==> config.mk <==
export PLATFORM = sky130hd
export DESIGN_NAME = uart_multidrop_address_filter
export DESIGN_NICKNAME = d
export VERILOG_FILES = /design/src/verilog/uart_mp_pkg.sv /design/src/verilog/baud_tick_gen.sv /design/src/verilog/uart_multidrop_address_filter.sv
export SDC_FILE = /design/constraint.sdc
export NUM_CORES = 1
export LEC_CHECK = 0
export BUFFER_PORTS_ARGS = -buffer_cell sky130_fd_sc_hd__buf_2
export CAP_MARGIN = 20
export CORE_ASPECT_RATIO = 2
export CORE_MARGIN = 5
export CORE_UTILIZATION = 50
export CTS_BUF_LIST = sky130_fd_sc_hd__clkbuf_16
export CTS_CLUSTER_DIAMETER = 80
export CTS_CLUSTER_SIZE = 30
export DETAILED_ROUTE_END_ITERATION = 7
export GPL_ROUTABILITY_DRIVEN = 0
export PLACE_DENSITY = 0.71
export SLEW_MARGIN = 5
export SYNTH_ARGS = -nofsm -noshare
export SYNTH_HDL_FRONTEND = slang
export SYNTH_SLANG_ARGS = --single-unit
==> constraint.sdc <==
create_clock -name clk -period 4.4 [get_ports clk]
set_input_delay 0.66 -clock clk [delete_from_list [all_inputs] [get_ports clk]]
set_output_delay 0.66 -clock clk [all_outputs]
set_load 0.03 [all_outputs]
==> src/verilog/uart_mp_pkg.sv <==
// constants, types and helpers for the multi-drop serial port with address filter
//
// Summary of operation
// - filter on: drop frames lacking address information
// - 5-8 data bits: first stop bit types frame
// - 9 data bits: ninth bit types frame
// - type one is address, zero is data
// - transmitter ignores the filter enable
// - kept address frame sets receive-complete normally
// - filter off accepts data; others keep ignoring
// - one character size serves transmitter and receiver
// - divisor zero gives the highest baud rate
package uart_mp_pkg;

    localparam int          ADDR_W        = 8;
    localparam int          DIV_W         = 12;
    localparam int          CTRL_W        = 9;
    localparam int          EV_W          = 3;

    // register byte offsets
    localparam logic [7:0]  ADDR_CTRL     = 8'h00;
    localparam logic [7:0]  ADDR_STATUS   = 8'h04;
    localparam logic [7:0]  ADDR_DATA     = 8'h08;
    localparam logic [7:0]  ADDR_BAUD     = 8'h0c;
    localparam logic [7:0]  ADDR_INT_STAT = 8'h10;
    localparam logic [7:0]  ADDR_INT_MASK = 8'h14;

    // control register fields
    localparam int          CTRL_FILTER   = 0;   // multiproc_filter_bit
    localparam int          CTRL_SIZE_LSB = 1;   // char_size_select, 3 bits
    localparam int          CTRL_STOP2    = 4;   // stop_bit_count_select
    localparam int          CTRL_DOUBLE   = 5;   // double_speed_select
    localparam int          CTRL_TX9      = 6;   // tx_ninth_bit
    localparam int          CTRL_RXEN     = 7;
    localparam int          CTRL_TXEN     = 8;
    localparam logic [CTRL_W-1:0] CTRL_RESET = 9'h000;

    // status register fields
    localparam int          ST_RXC        = 0;   // rx_complete_flag
    localparam int          ST_TXC        = 1;   // tx_complete_flag
    localparam int          ST_FE         = 2;
    localparam int          ST_RX9        = 3;   // rx_ninth_bit
    localparam int          ST_TXBUSY     = 4;

    // interrupt event bits
    localparam int          EV_RXC        = 0;
    localparam int          EV_TXC        = 1;
    localparam int          EV_FE         = 2;

    localparam logic [2:0]  SIZE_NINE     = 3'h7;
    localparam logic [3:0]  BITS_NINE     = 4'h9;
    localparam logic [3:0]  BITS_MIN      = 4'h5;

    // oversampling: 16 per bit normal, 8 per bit double speed
    localparam logic [3:0]  LAST_NORMAL   = 4'hf;
    localparam logic [3:0]  LAST_DOUBLE   = 4'h7;
    localparam logic [3:0]  HALF_NORMAL   = 4'h7;
    localparam logic [3:0]  HALF_DOUBLE   = 4'h3;

    localparam logic [DIV_W-1:0] DIV_RESET = 12'h000;
    localparam logic [EV_W-1:0]  EV_NONE   = 3'h0;

    typedef enum logic [1:0] {RX_IDLE, RX_START, RX_DATA, RX_STOP} rx_state_t;
    typedef enum logic [1:0] {TX_IDLE, TX_START, TX_DATA, TX_STOP} tx_state_t;

    // shared size decode keeps both directions on one setting
    function automatic logic [3:0] dataBits(input logic [2:0] size);
        if (size == SIZE_NINE) begin
            return BITS_NINE;
        end
        return BITS_MIN + {2'b00, size[1:0]};
    endfunction

    function automatic logic [3:0] lastTick(input logic dbl);
        return dbl ? LAST_DOUBLE : LAST_NORMAL;
    endfunction

    function automatic logic [3:0] halfTick(input logic dbl);
        return dbl ? HALF_DOUBLE : HALF_NORMAL;
    endfunction

endpackage

==> src/verilog/baud_tick_gen.sv <==
// oversampling tick generator, period divisor+1 clocks
module baud_tick_gen
    import uart_mp_pkg::*;
(
    input  wire logic             clk,      // system clock
    input  wire logic             reset_n,  // synchronous reset, low
    input  wire logic [DIV_W-1:0] divisor,  // baud_divisor
    output logic                  tick      // one-cycle oversample pulse
);

    typedef struct packed {
        logic [DIV_W-1:0] cnt;
        logic             tick;
    } tick_state_t;

    tick_state_t s_q;
    tick_state_t s_d;

    always_comb begin
        s_d = s_q;
        s_d.tick = 1'b0;
        // zero divisor ticks every clock: fastest rate
        if (s_q.cnt >= divisor) begin
            s_d.cnt = DIV_RESET;
            s_d.tick = 1'b1;
        end else begin
            s_d.cnt = s_q.cnt + 12'h001;
        end
    end

    always_ff @(posedge clk) begin
        if (!reset_n) begin
            s_q <= '0;
        end else begin
            s_q <= s_d;
        end
    end

    assign tick = s_q.tick;

endmodule

==> src/verilog/uart_multidrop_address_filter.sv <==
// serial port with multi-drop address filter and apb register access
module uart_multidrop_address_filter
    import uart_mp_pkg::*;
(
    input  wire logic              clk,      // system clock, 50 MHz
    input  wire logic              reset_n,  // synchronous reset, low
    input  wire logic              psel,     // apb select
    input  wire logic              penable,  // apb access phase
    input  wire logic              pwrite,   // apb direction, high write
    input  wire logic [ADDR_W-1:0] paddr,    // apb byte address
    input  wire logic [31:0]       pwdata,   // apb write data
    output logic      [31:0]       prdata,   // apb read data
    output logic                   pready,   // apb ready
    output logic                   pslverr,  // apb error, unmapped address
    input  wire logic              rxd,      // serial receive line
    output logic                   txd,      // serial transmit line
    output logic                   irq       // level interrupt
);

    typedef struct packed {
        logic [CTRL_W-1:0] ctrl;
        logic [DIV_W-1:0]  divisor;
        logic [EV_W-1:0]   intMask;
        logic [EV_W-1:0]   intStatus;
        logic              rxComplete;
        logic              txComplete;
        logic              frameErr;
        logic              rxNinth;
        logic [7:0]        rxBuf;
        rx_state_t         rxState;
        logic [3:0]        rxCnt;
        logic [3:0]        rxBit;
        logic [8:0]        rxShift;
        tx_state_t         txState;
        logic [3:0]        txCnt;
        logic [3:0]        txBit;
        logic [8:0]        txShift;
        logic              txStop2nd;
        logic              txLine;
        logic [31:0]       rdata;
        logic              slvErr;
    } state_t;

    state_t s_q;
    state_t s_d;

    logic tick;

    baud_tick_gen u_tick (
        .clk     (clk),
        .reset_n (reset_n),
        .divisor (s_q.divisor),
        .tick    (tick)
    );

    function automatic logic isMapped(input logic [ADDR_W-1:0] a);
        return a == ADDR_CTRL || a == ADDR_STATUS || a == ADDR_DATA ||
               a == ADDR_BAUD || a == ADDR_INT_STAT || a == ADDR_INT_MASK;
    endfunction

    // drop the unused low positions of a short character
    function automatic logic [7:0] rxAlign(input logic [8:0] sh, input logic [3:0] n);
        logic [8:0] v;
        v = sh >> (BITS_NINE - n);
        return v[7:0];
    endfunction

    logic       setupPh;
    logic       accessPh;
    logic       wrAcc;
    logic       rdAcc;
    logic [2:0] charSize;
    logic [3:0] nBits;
    logic       dbl;
    logic [EV_W-1:0] events;
    logic       frameType;

    // one setting for both directions
    assign charSize = s_q.ctrl[CTRL_SIZE_LSB +: 3];
    assign nBits    = dataBits(charSize);
    assign dbl      = s_q.ctrl[CTRL_DOUBLE];
    assign setupPh  = psel & ~penable;
    assign accessPh = psel & penable;
    assign wrAcc    = accessPh & pwrite & isMapped(paddr);
    assign rdAcc    = accessPh & ~pwrite & isMapped(paddr);

    always_comb begin
        s_d = s_q;
        events = EV_NONE;
        frameType = 1'b0;

        // ---------------- bus: read data prepared in setup phase
        if (setupPh) begin
            s_d.rdata = 32'h0000_0000;
            s_d.slvErr = ~isMapped(paddr);
            case (paddr)
                ADDR_CTRL:     s_d.rdata[CTRL_W-1:0] = s_q.ctrl;
                ADDR_STATUS: begin
                    s_d.rdata[ST_RXC]    = s_q.rxComplete;
                    s_d.rdata[ST_TXC]    = s_q.txComplete;
                    s_d.rdata[ST_FE]     = s_q.frameErr;
                    s_d.rdata[ST_RX9]    = s_q.rxNinth;
                    s_d.rdata[ST_TXBUSY] = (s_q.txState != TX_IDLE);
                end
                ADDR_DATA:     s_d.rdata[7:0] = s_q.rxBuf;
                ADDR_BAUD:     s_d.rdata[DIV_W-1:0] = s_q.divisor;
                ADDR_INT_STAT: s_d.rdata[EV_W-1:0] = s_q.intStatus;
                ADDR_INT_MASK: s_d.rdata[EV_W-1:0] = s_q.intMask;
                default:       s_d.rdata = 32'h0000_0000;
            endcase
        end

        // ---------------- bus: writes and clearing side effects
        // control write leaves tx_complete_flag alone, it lives in status
        if (wrAcc) begin
            case (paddr)
                ADDR_CTRL:     s_d.ctrl = pwdata[CTRL_W-1:0];
                ADDR_STATUS: begin
                    if (pwdata[ST_TXC]) begin
                        s_d.txComplete = 1'b0;
                    end
                end
                ADDR_BAUD:     s_d.divisor = pwdata[DIV_W-1:0];
                ADDR_INT_MASK: s_d.intMask = pwdata[EV_W-1:0];
                default: ;
            endcase
        end
        if (rdAcc && paddr == ADDR_DATA) begin
            s_d.rxComplete = 1'b0;
        end
        if (rdAcc && paddr == ADDR_INT_STAT) begin
            s_d.intStatus = s_q.intStatus & ~s_q.rdata[EV_W-1:0];
        end

        // ---------------- receiver
        if (!s_q.ctrl[CTRL_RXEN]) begin
            s_d.rxState = RX_IDLE;
        end else begin
            case (s_q.rxState)
                RX_IDLE: begin
                    s_d.rxCnt = 4'h0;
                    if (!rxd) begin
                        s_d.rxState = RX_START;
                    end
                end
                RX_START: begin
                    if (tick) begin
                        s_d.rxCnt = s_q.rxCnt + 4'h1;
                        if (s_q.rxCnt == halfTick(dbl)) begin
                            // glitch shorter than half a bit is not a start
                            s_d.rxCnt = 4'h0;
                            s_d.rxBit = 4'h0;
                            s_d.rxState = rxd ? RX_IDLE : RX_DATA;
                        end
                    end
                end
                RX_DATA: begin
                    if (tick) begin
                        s_d.rxCnt = s_q.rxCnt + 4'h1;
                        if (s_q.rxCnt == lastTick(dbl)) begin
                            s_d.rxCnt = 4'h0;
                            s_d.rxShift = {rxd, s_q.rxShift[8:1]};
                            s_d.rxBit = s_q.rxBit + 4'h1;
                            if (s_q.rxBit == nBits - 4'h1) begin
                                s_d.rxState = RX_STOP;
                            end
                        end
                    end
                end
                RX_STOP: begin
                    if (tick) begin
                        s_d.rxCnt = s_q.rxCnt + 4'h1;
                        if (s_q.rxCnt == lastTick(dbl)) begin
                            s_d.rxState = RX_IDLE;
                            if (charSize == SIZE_NINE) begin
                                frameType = s_q.rxShift[8];
                            end else begin
                                frameType = rxd;
                            end
                            // type one marks an address frame
                            if (!s_q.ctrl[CTRL_FILTER] || frameType) begin
                                s_d.rxBuf = rxAlign(s_q.rxShift, nBits);
                                s_d.rxNinth = (charSize == SIZE_NINE) & s_q.rxShift[8];
                                s_d.frameErr = ~rxd;
                                s_d.rxComplete = 1'b1;
                                events[EV_RXC] = 1'b1;
                                events[EV_FE] = ~rxd;
                            end
                            // a dropped frame leaves buffer and flags as they were
                        end
                    end
                end
                default: s_d.rxState = RX_IDLE;
            endcase
        end

        // transmitter, independent of the filter enable
        // a data write while busy is ignored: no holding register
        case (s_q.txState)
            TX_IDLE: begin
                s_d.txLine = 1'b1;
                if (wrAcc && paddr == ADDR_DATA && s_q.ctrl[CTRL_TXEN]) begin
                    s_d.txShift = {s_q.ctrl[CTRL_TX9], pwdata[7:0]};
                    s_d.txCnt = 4'h0;
                    s_d.txLine = 1'b0;
                    s_d.txState = TX_START;
                end
            end
            TX_START: begin
                if (tick) begin
                    s_d.txCnt = s_q.txCnt + 4'h1;
                    if (s_q.txCnt == lastTick(dbl)) begin
                        s_d.txCnt = 4'h0;
                        s_d.txBit = 4'h0;
                        s_d.txLine = s_q.txShift[0];
                        s_d.txState = TX_DATA;
                    end
                end
            end
            TX_DATA: begin
                if (tick) begin
                    s_d.txCnt = s_q.txCnt + 4'h1;
                    if (s_q.txCnt == lastTick(dbl)) begin
                        s_d.txCnt = 4'h0;
                        s_d.txShift = {1'b0, s_q.txShift[8:1]};
                        s_d.txBit = s_q.txBit + 4'h1;
                        if (s_q.txBit == nBits - 4'h1) begin
                            s_d.txLine = 1'b1;
                            s_d.txStop2nd = 1'b0;
                            s_d.txState = TX_STOP;
                        end else begin
                            s_d.txLine = s_q.txShift[1];
                        end
                    end
                end
            end
            TX_STOP: begin
                if (tick) begin
                    s_d.txCnt = s_q.txCnt + 4'h1;
                    if (s_q.txCnt == lastTick(dbl)) begin
                        s_d.txCnt = 4'h0;
                        if (s_q.ctrl[CTRL_STOP2] && !s_q.txStop2nd) begin
                            s_d.txStop2nd = 1'b1;
                        end else begin
                            s_d.txState = TX_IDLE;
                            s_d.txComplete = 1'b1;
                            events[EV_TXC] = 1'b1;
                        end
                    end
                end
            end
            default: s_d.txState = TX_IDLE;
        endcase

        // sticky events, set beats a same-cycle read clear
        s_d.intStatus = s_d.intStatus | events;
    end

    always_ff @(posedge clk) begin
        if (!reset_n) begin
            s_q <= '0;
            s_q.ctrl <= CTRL_RESET;
            s_q.divisor <= DIV_RESET;
            s_q.rxState <= RX_IDLE;
            s_q.txState <= TX_IDLE;
            s_q.txLine <= 1'b1;
        end else begin
            s_q <= s_d;
        end
    end

    assign prdata  = s_q.rdata;
    assign pready  = 1'b1;
    assign pslverr = accessPh & s_q.slvErr;
    assign txd     = s_q.txLine;
    assign irq     = |(s_q.intStatus & s_q.intMask);

endmodule

==> flow_summary_export.csv <==
group,metric,value,unit
clock_network,ctsResizeCount,0,
worst_setup_path,critPathBufInv,1,
route,post-route-drc-count,0,
clock_network,cts-root-buf,"clkbuf_16",
synth,synthFlopType,"dfxtp_1",
synth,synth.top_cells.by_area,"dfxtp_1, nand2_1, ha_1, mux2i_1, a21oi_1",
timing,fin_ws,0.928,ns
synth,ys_seq_elements,105,
worst_setup_path,arrival,3.70,ns
route,vias,4925,
route,antenna_left,0,
place,dp_slack,0.965,ns
worst_setup_path,critPathLaunchType,"register",
floorplanning,ioPinCount,82,
clock_network,cts_buffers,9,
synth,synthCells,699,
cells_and_area,area.growth.synth_to_final,6.11,%
clock_network,cts.sinks,105,
pwr,peakVddDrop,0.000191,V
clock_network,htreeDepth,3,
synth,synth.most_common_cell,"dfxtp_1",
worst_setup_path,critical_path_class,"register to register",
cells_and_area,antenna_cells,0,
cells_and_area,drive_gt1_frac,0.101,
clock_network,cts_max_path_buffers,2,
run_status,outcome,"completed",
place,port_buffers,40,
worst_setup_path,crit_required,4.62,ns
floorplanning,initial_core_util,0.508,
worst_setup_path,path_common_cell,"ha_1",
global_route,antenna_found_initial,0,
worst_setup_path,crit_fanout,10,
clock_network,cts_hold_repair.buffers,0,
floorplanning,dieArea,0.0139,sq mm
timing,final_max_slew_viol_count,0,
clock_network,clk_pin_slew,0.08,ns
cells_and_area,final_cell_area,0.00613,sq mm
pwr,power_density,293,mW/mm^2
synth,synthArstFlopShare,0,
global_route,grt_pass1_wl,23200,um
cells_and_area,nets,777,
worst_setup_path,endpoint_kind,"register",
global_route,grt_use_total,0.207,
worst_hold_path,hold_class,"register to register",
timing,setup_violations,0,
route,wl_per_cell,16.7,um
route,drt_iter0_drc,322,
place,hpwlAfterDp,10700,um
global_route,grt_max_degree,71,
pwr,total_power,1790,uW
route,via_per_inst,5.78,
synth,yosys-top-cells-count,"dfxtp_1, nand2_1, nor2_1",
worst_setup_path,critical_path.max_stage_delay,0.60,ns
timing,rsz0062_at_grt,"false",
clock_network,tritoncts,"built",
floorplanning,core,0.0114,sq mm
timing,min_period,3.47,ns
timing,finalHoldViolations,0,
global_route,grt-ovfl-total,0,
synth,yosys.area.top_type,"dfxtp_1",
synth,synth.distinct_cells,65,
floorplanning,die_h,162,um
worst_setup_path,path_cells,"ha_1 -> a21bo_2 -> inv_1 -> ha_1 -> xnor2_1 -> xor2_1 -> a2111oi_2 -> a2111oi_0 -> o311ai_0",
clock_network,clkLatencyLatePin,0.35,ns
timing,fin_crit_sh,0.789,
timing,fmax,288,MHz
worst_setup_path,rrSetupSlack,0.93,ns
synth,ys_warn_count,0,
route,finalWirelength,14200,um
synth,ys_seq_area_frac,0.364,
pwr,p_leak,0.00234,uW
timing,skew,0.0109,ns
synth,syn-cell-area,0.00577,sq mm
global_route,grt_pass1_vias,4925,
clock_network,cts_setup_buffers,0,
timing,slew-limit-headroom,0.390,
synth,synth_edf_count,0,
timing,tightest_slew,0.892,ns
flow_run,cap_violations,0,
route,dr.pass1.iters,5,
floorplanning,die_w,86.0,um
place,dpl_cell_area,0.00585,sq mm
worst_setup_path,crit_family,"compound AO/OA/AOI/OAI gates",
floorplanning,rows,55,
synth,syn_avg_cell_area,8.26,sq um
cells_and_area,num-fill-cells,1073,
synth,synthDominantCellAreaShare,0.364,
timing,tns,0,ns
worst_setup_path,cp_slowest_cell,"a2111oi_2",
-- cell type report --
| cell class | count | area (sq um) | area share |
|---|---|---|---|
| clock buffers | 9 | 225 | 0.0368 |
| clock inverters | 7 | 46.3 | 0.00756 |
| inverters | 33 | 124 | 0.0202 |
| multi-input cells | 515 | 3240 | 0.529 |
| flip-flops and latches | 105 | 2100 | 0.343 |
| well taps | 142 | 178 | 0.0290 |
| repair buffers | 41 | 208 | 0.0339 |
-- metal layers --
layer,vias to the layer above,routed length [um],global-route usage
li1,2414,-,-
met1,2313,5230,0.213
met2,150,7630,0.382
met3,48,620,0.0315
met4,0,755,0.122
met5,-,0,0
-- path summary, 6_finish.rpt --
kind / from / end / cells past startpoint
setup / recovery: charSize[0] / txd / 9
hold / removal: prdata[5] / prdata[5] / 2
setup reg to reg: charSize[0] / txd / 9
hold reg to reg: prdata[5] / prdata[5] / 2
-- kinds of logic (layout without fill, tap and decap cells) --
| logic type | count (synthesis) | in the layout | synth area share |
|---|---|---|---|
| AND/OR/NAND/NOR | 248 | 248 | 0.200 |
| other | 2 | 21 | 0.00130 |
| adder cells (fa/ha/maj) | 26 | 26 | 0.0563 |
| multiplexers | 39 | 39 | 0.0769 |
| AO/OA/AOI/OAI | 156 | 156 | 0.177 |
| XOR/XNOR | 25 | 25 | 0.0379 |
| flip-flops | 105 | 105 | 0.364 |
| buffers and inverters | 98 | 90 | 0.0865 |
-- report_power, final --
group	internal [uW]	switching (uW)	leakage, uW
clock	383	366	0.000132
sequential	951	2.45	0.000846
combinational	19.4	70.5	0.00136
-- stage by stage --
stage	std cells	hold slack [ns]	util
floorplan	718	0.429	-
global placement	836	0.435	0.516
detailed placement	836	0.446	0.516
CTS	852	0.454	0.540
global route	852	0.483	0.540
finish	852	0.452	0.540
-- worst min-delay path, cell delays in order (launching register included) --
cell and delay, ns:
dfxtp_1 0.31, nand2_1 0.05, a21oi_1 0.05
-- flip-flops by register name, summed over array words and instances, names as in the netlist --
name,cells
charSize,3
dbl,1
s_q,75
u_tick.s_q,12
prdata,12
txd,1
u_tick.tick,1
-- cell usage in the layout, fill, tap and decap left out, types with 6 or more instances in the layout --
master     netlist  final
dfxtp_1        105    105
ha_1            26     26
mux2i_1         32     32
clkbuf_16        0      9
xor2_1          17     17
nor2b_1          6      6
buf_2            3     40
nand3_1         26     26
nand2b_1        10     10
a22oi_1         11     11
conb_1           2     21
a211oi_1        12     12
xnor2_1          8      8
nor2_1          73     73
inv_1           31     31
nand2_1         87     87
a21oi_1         56     56
nand4_1         13     13
a31oi_1          6      6
o21ai_0         22     22
and3_1           7      7
Power figures use the tool's default switching activity.
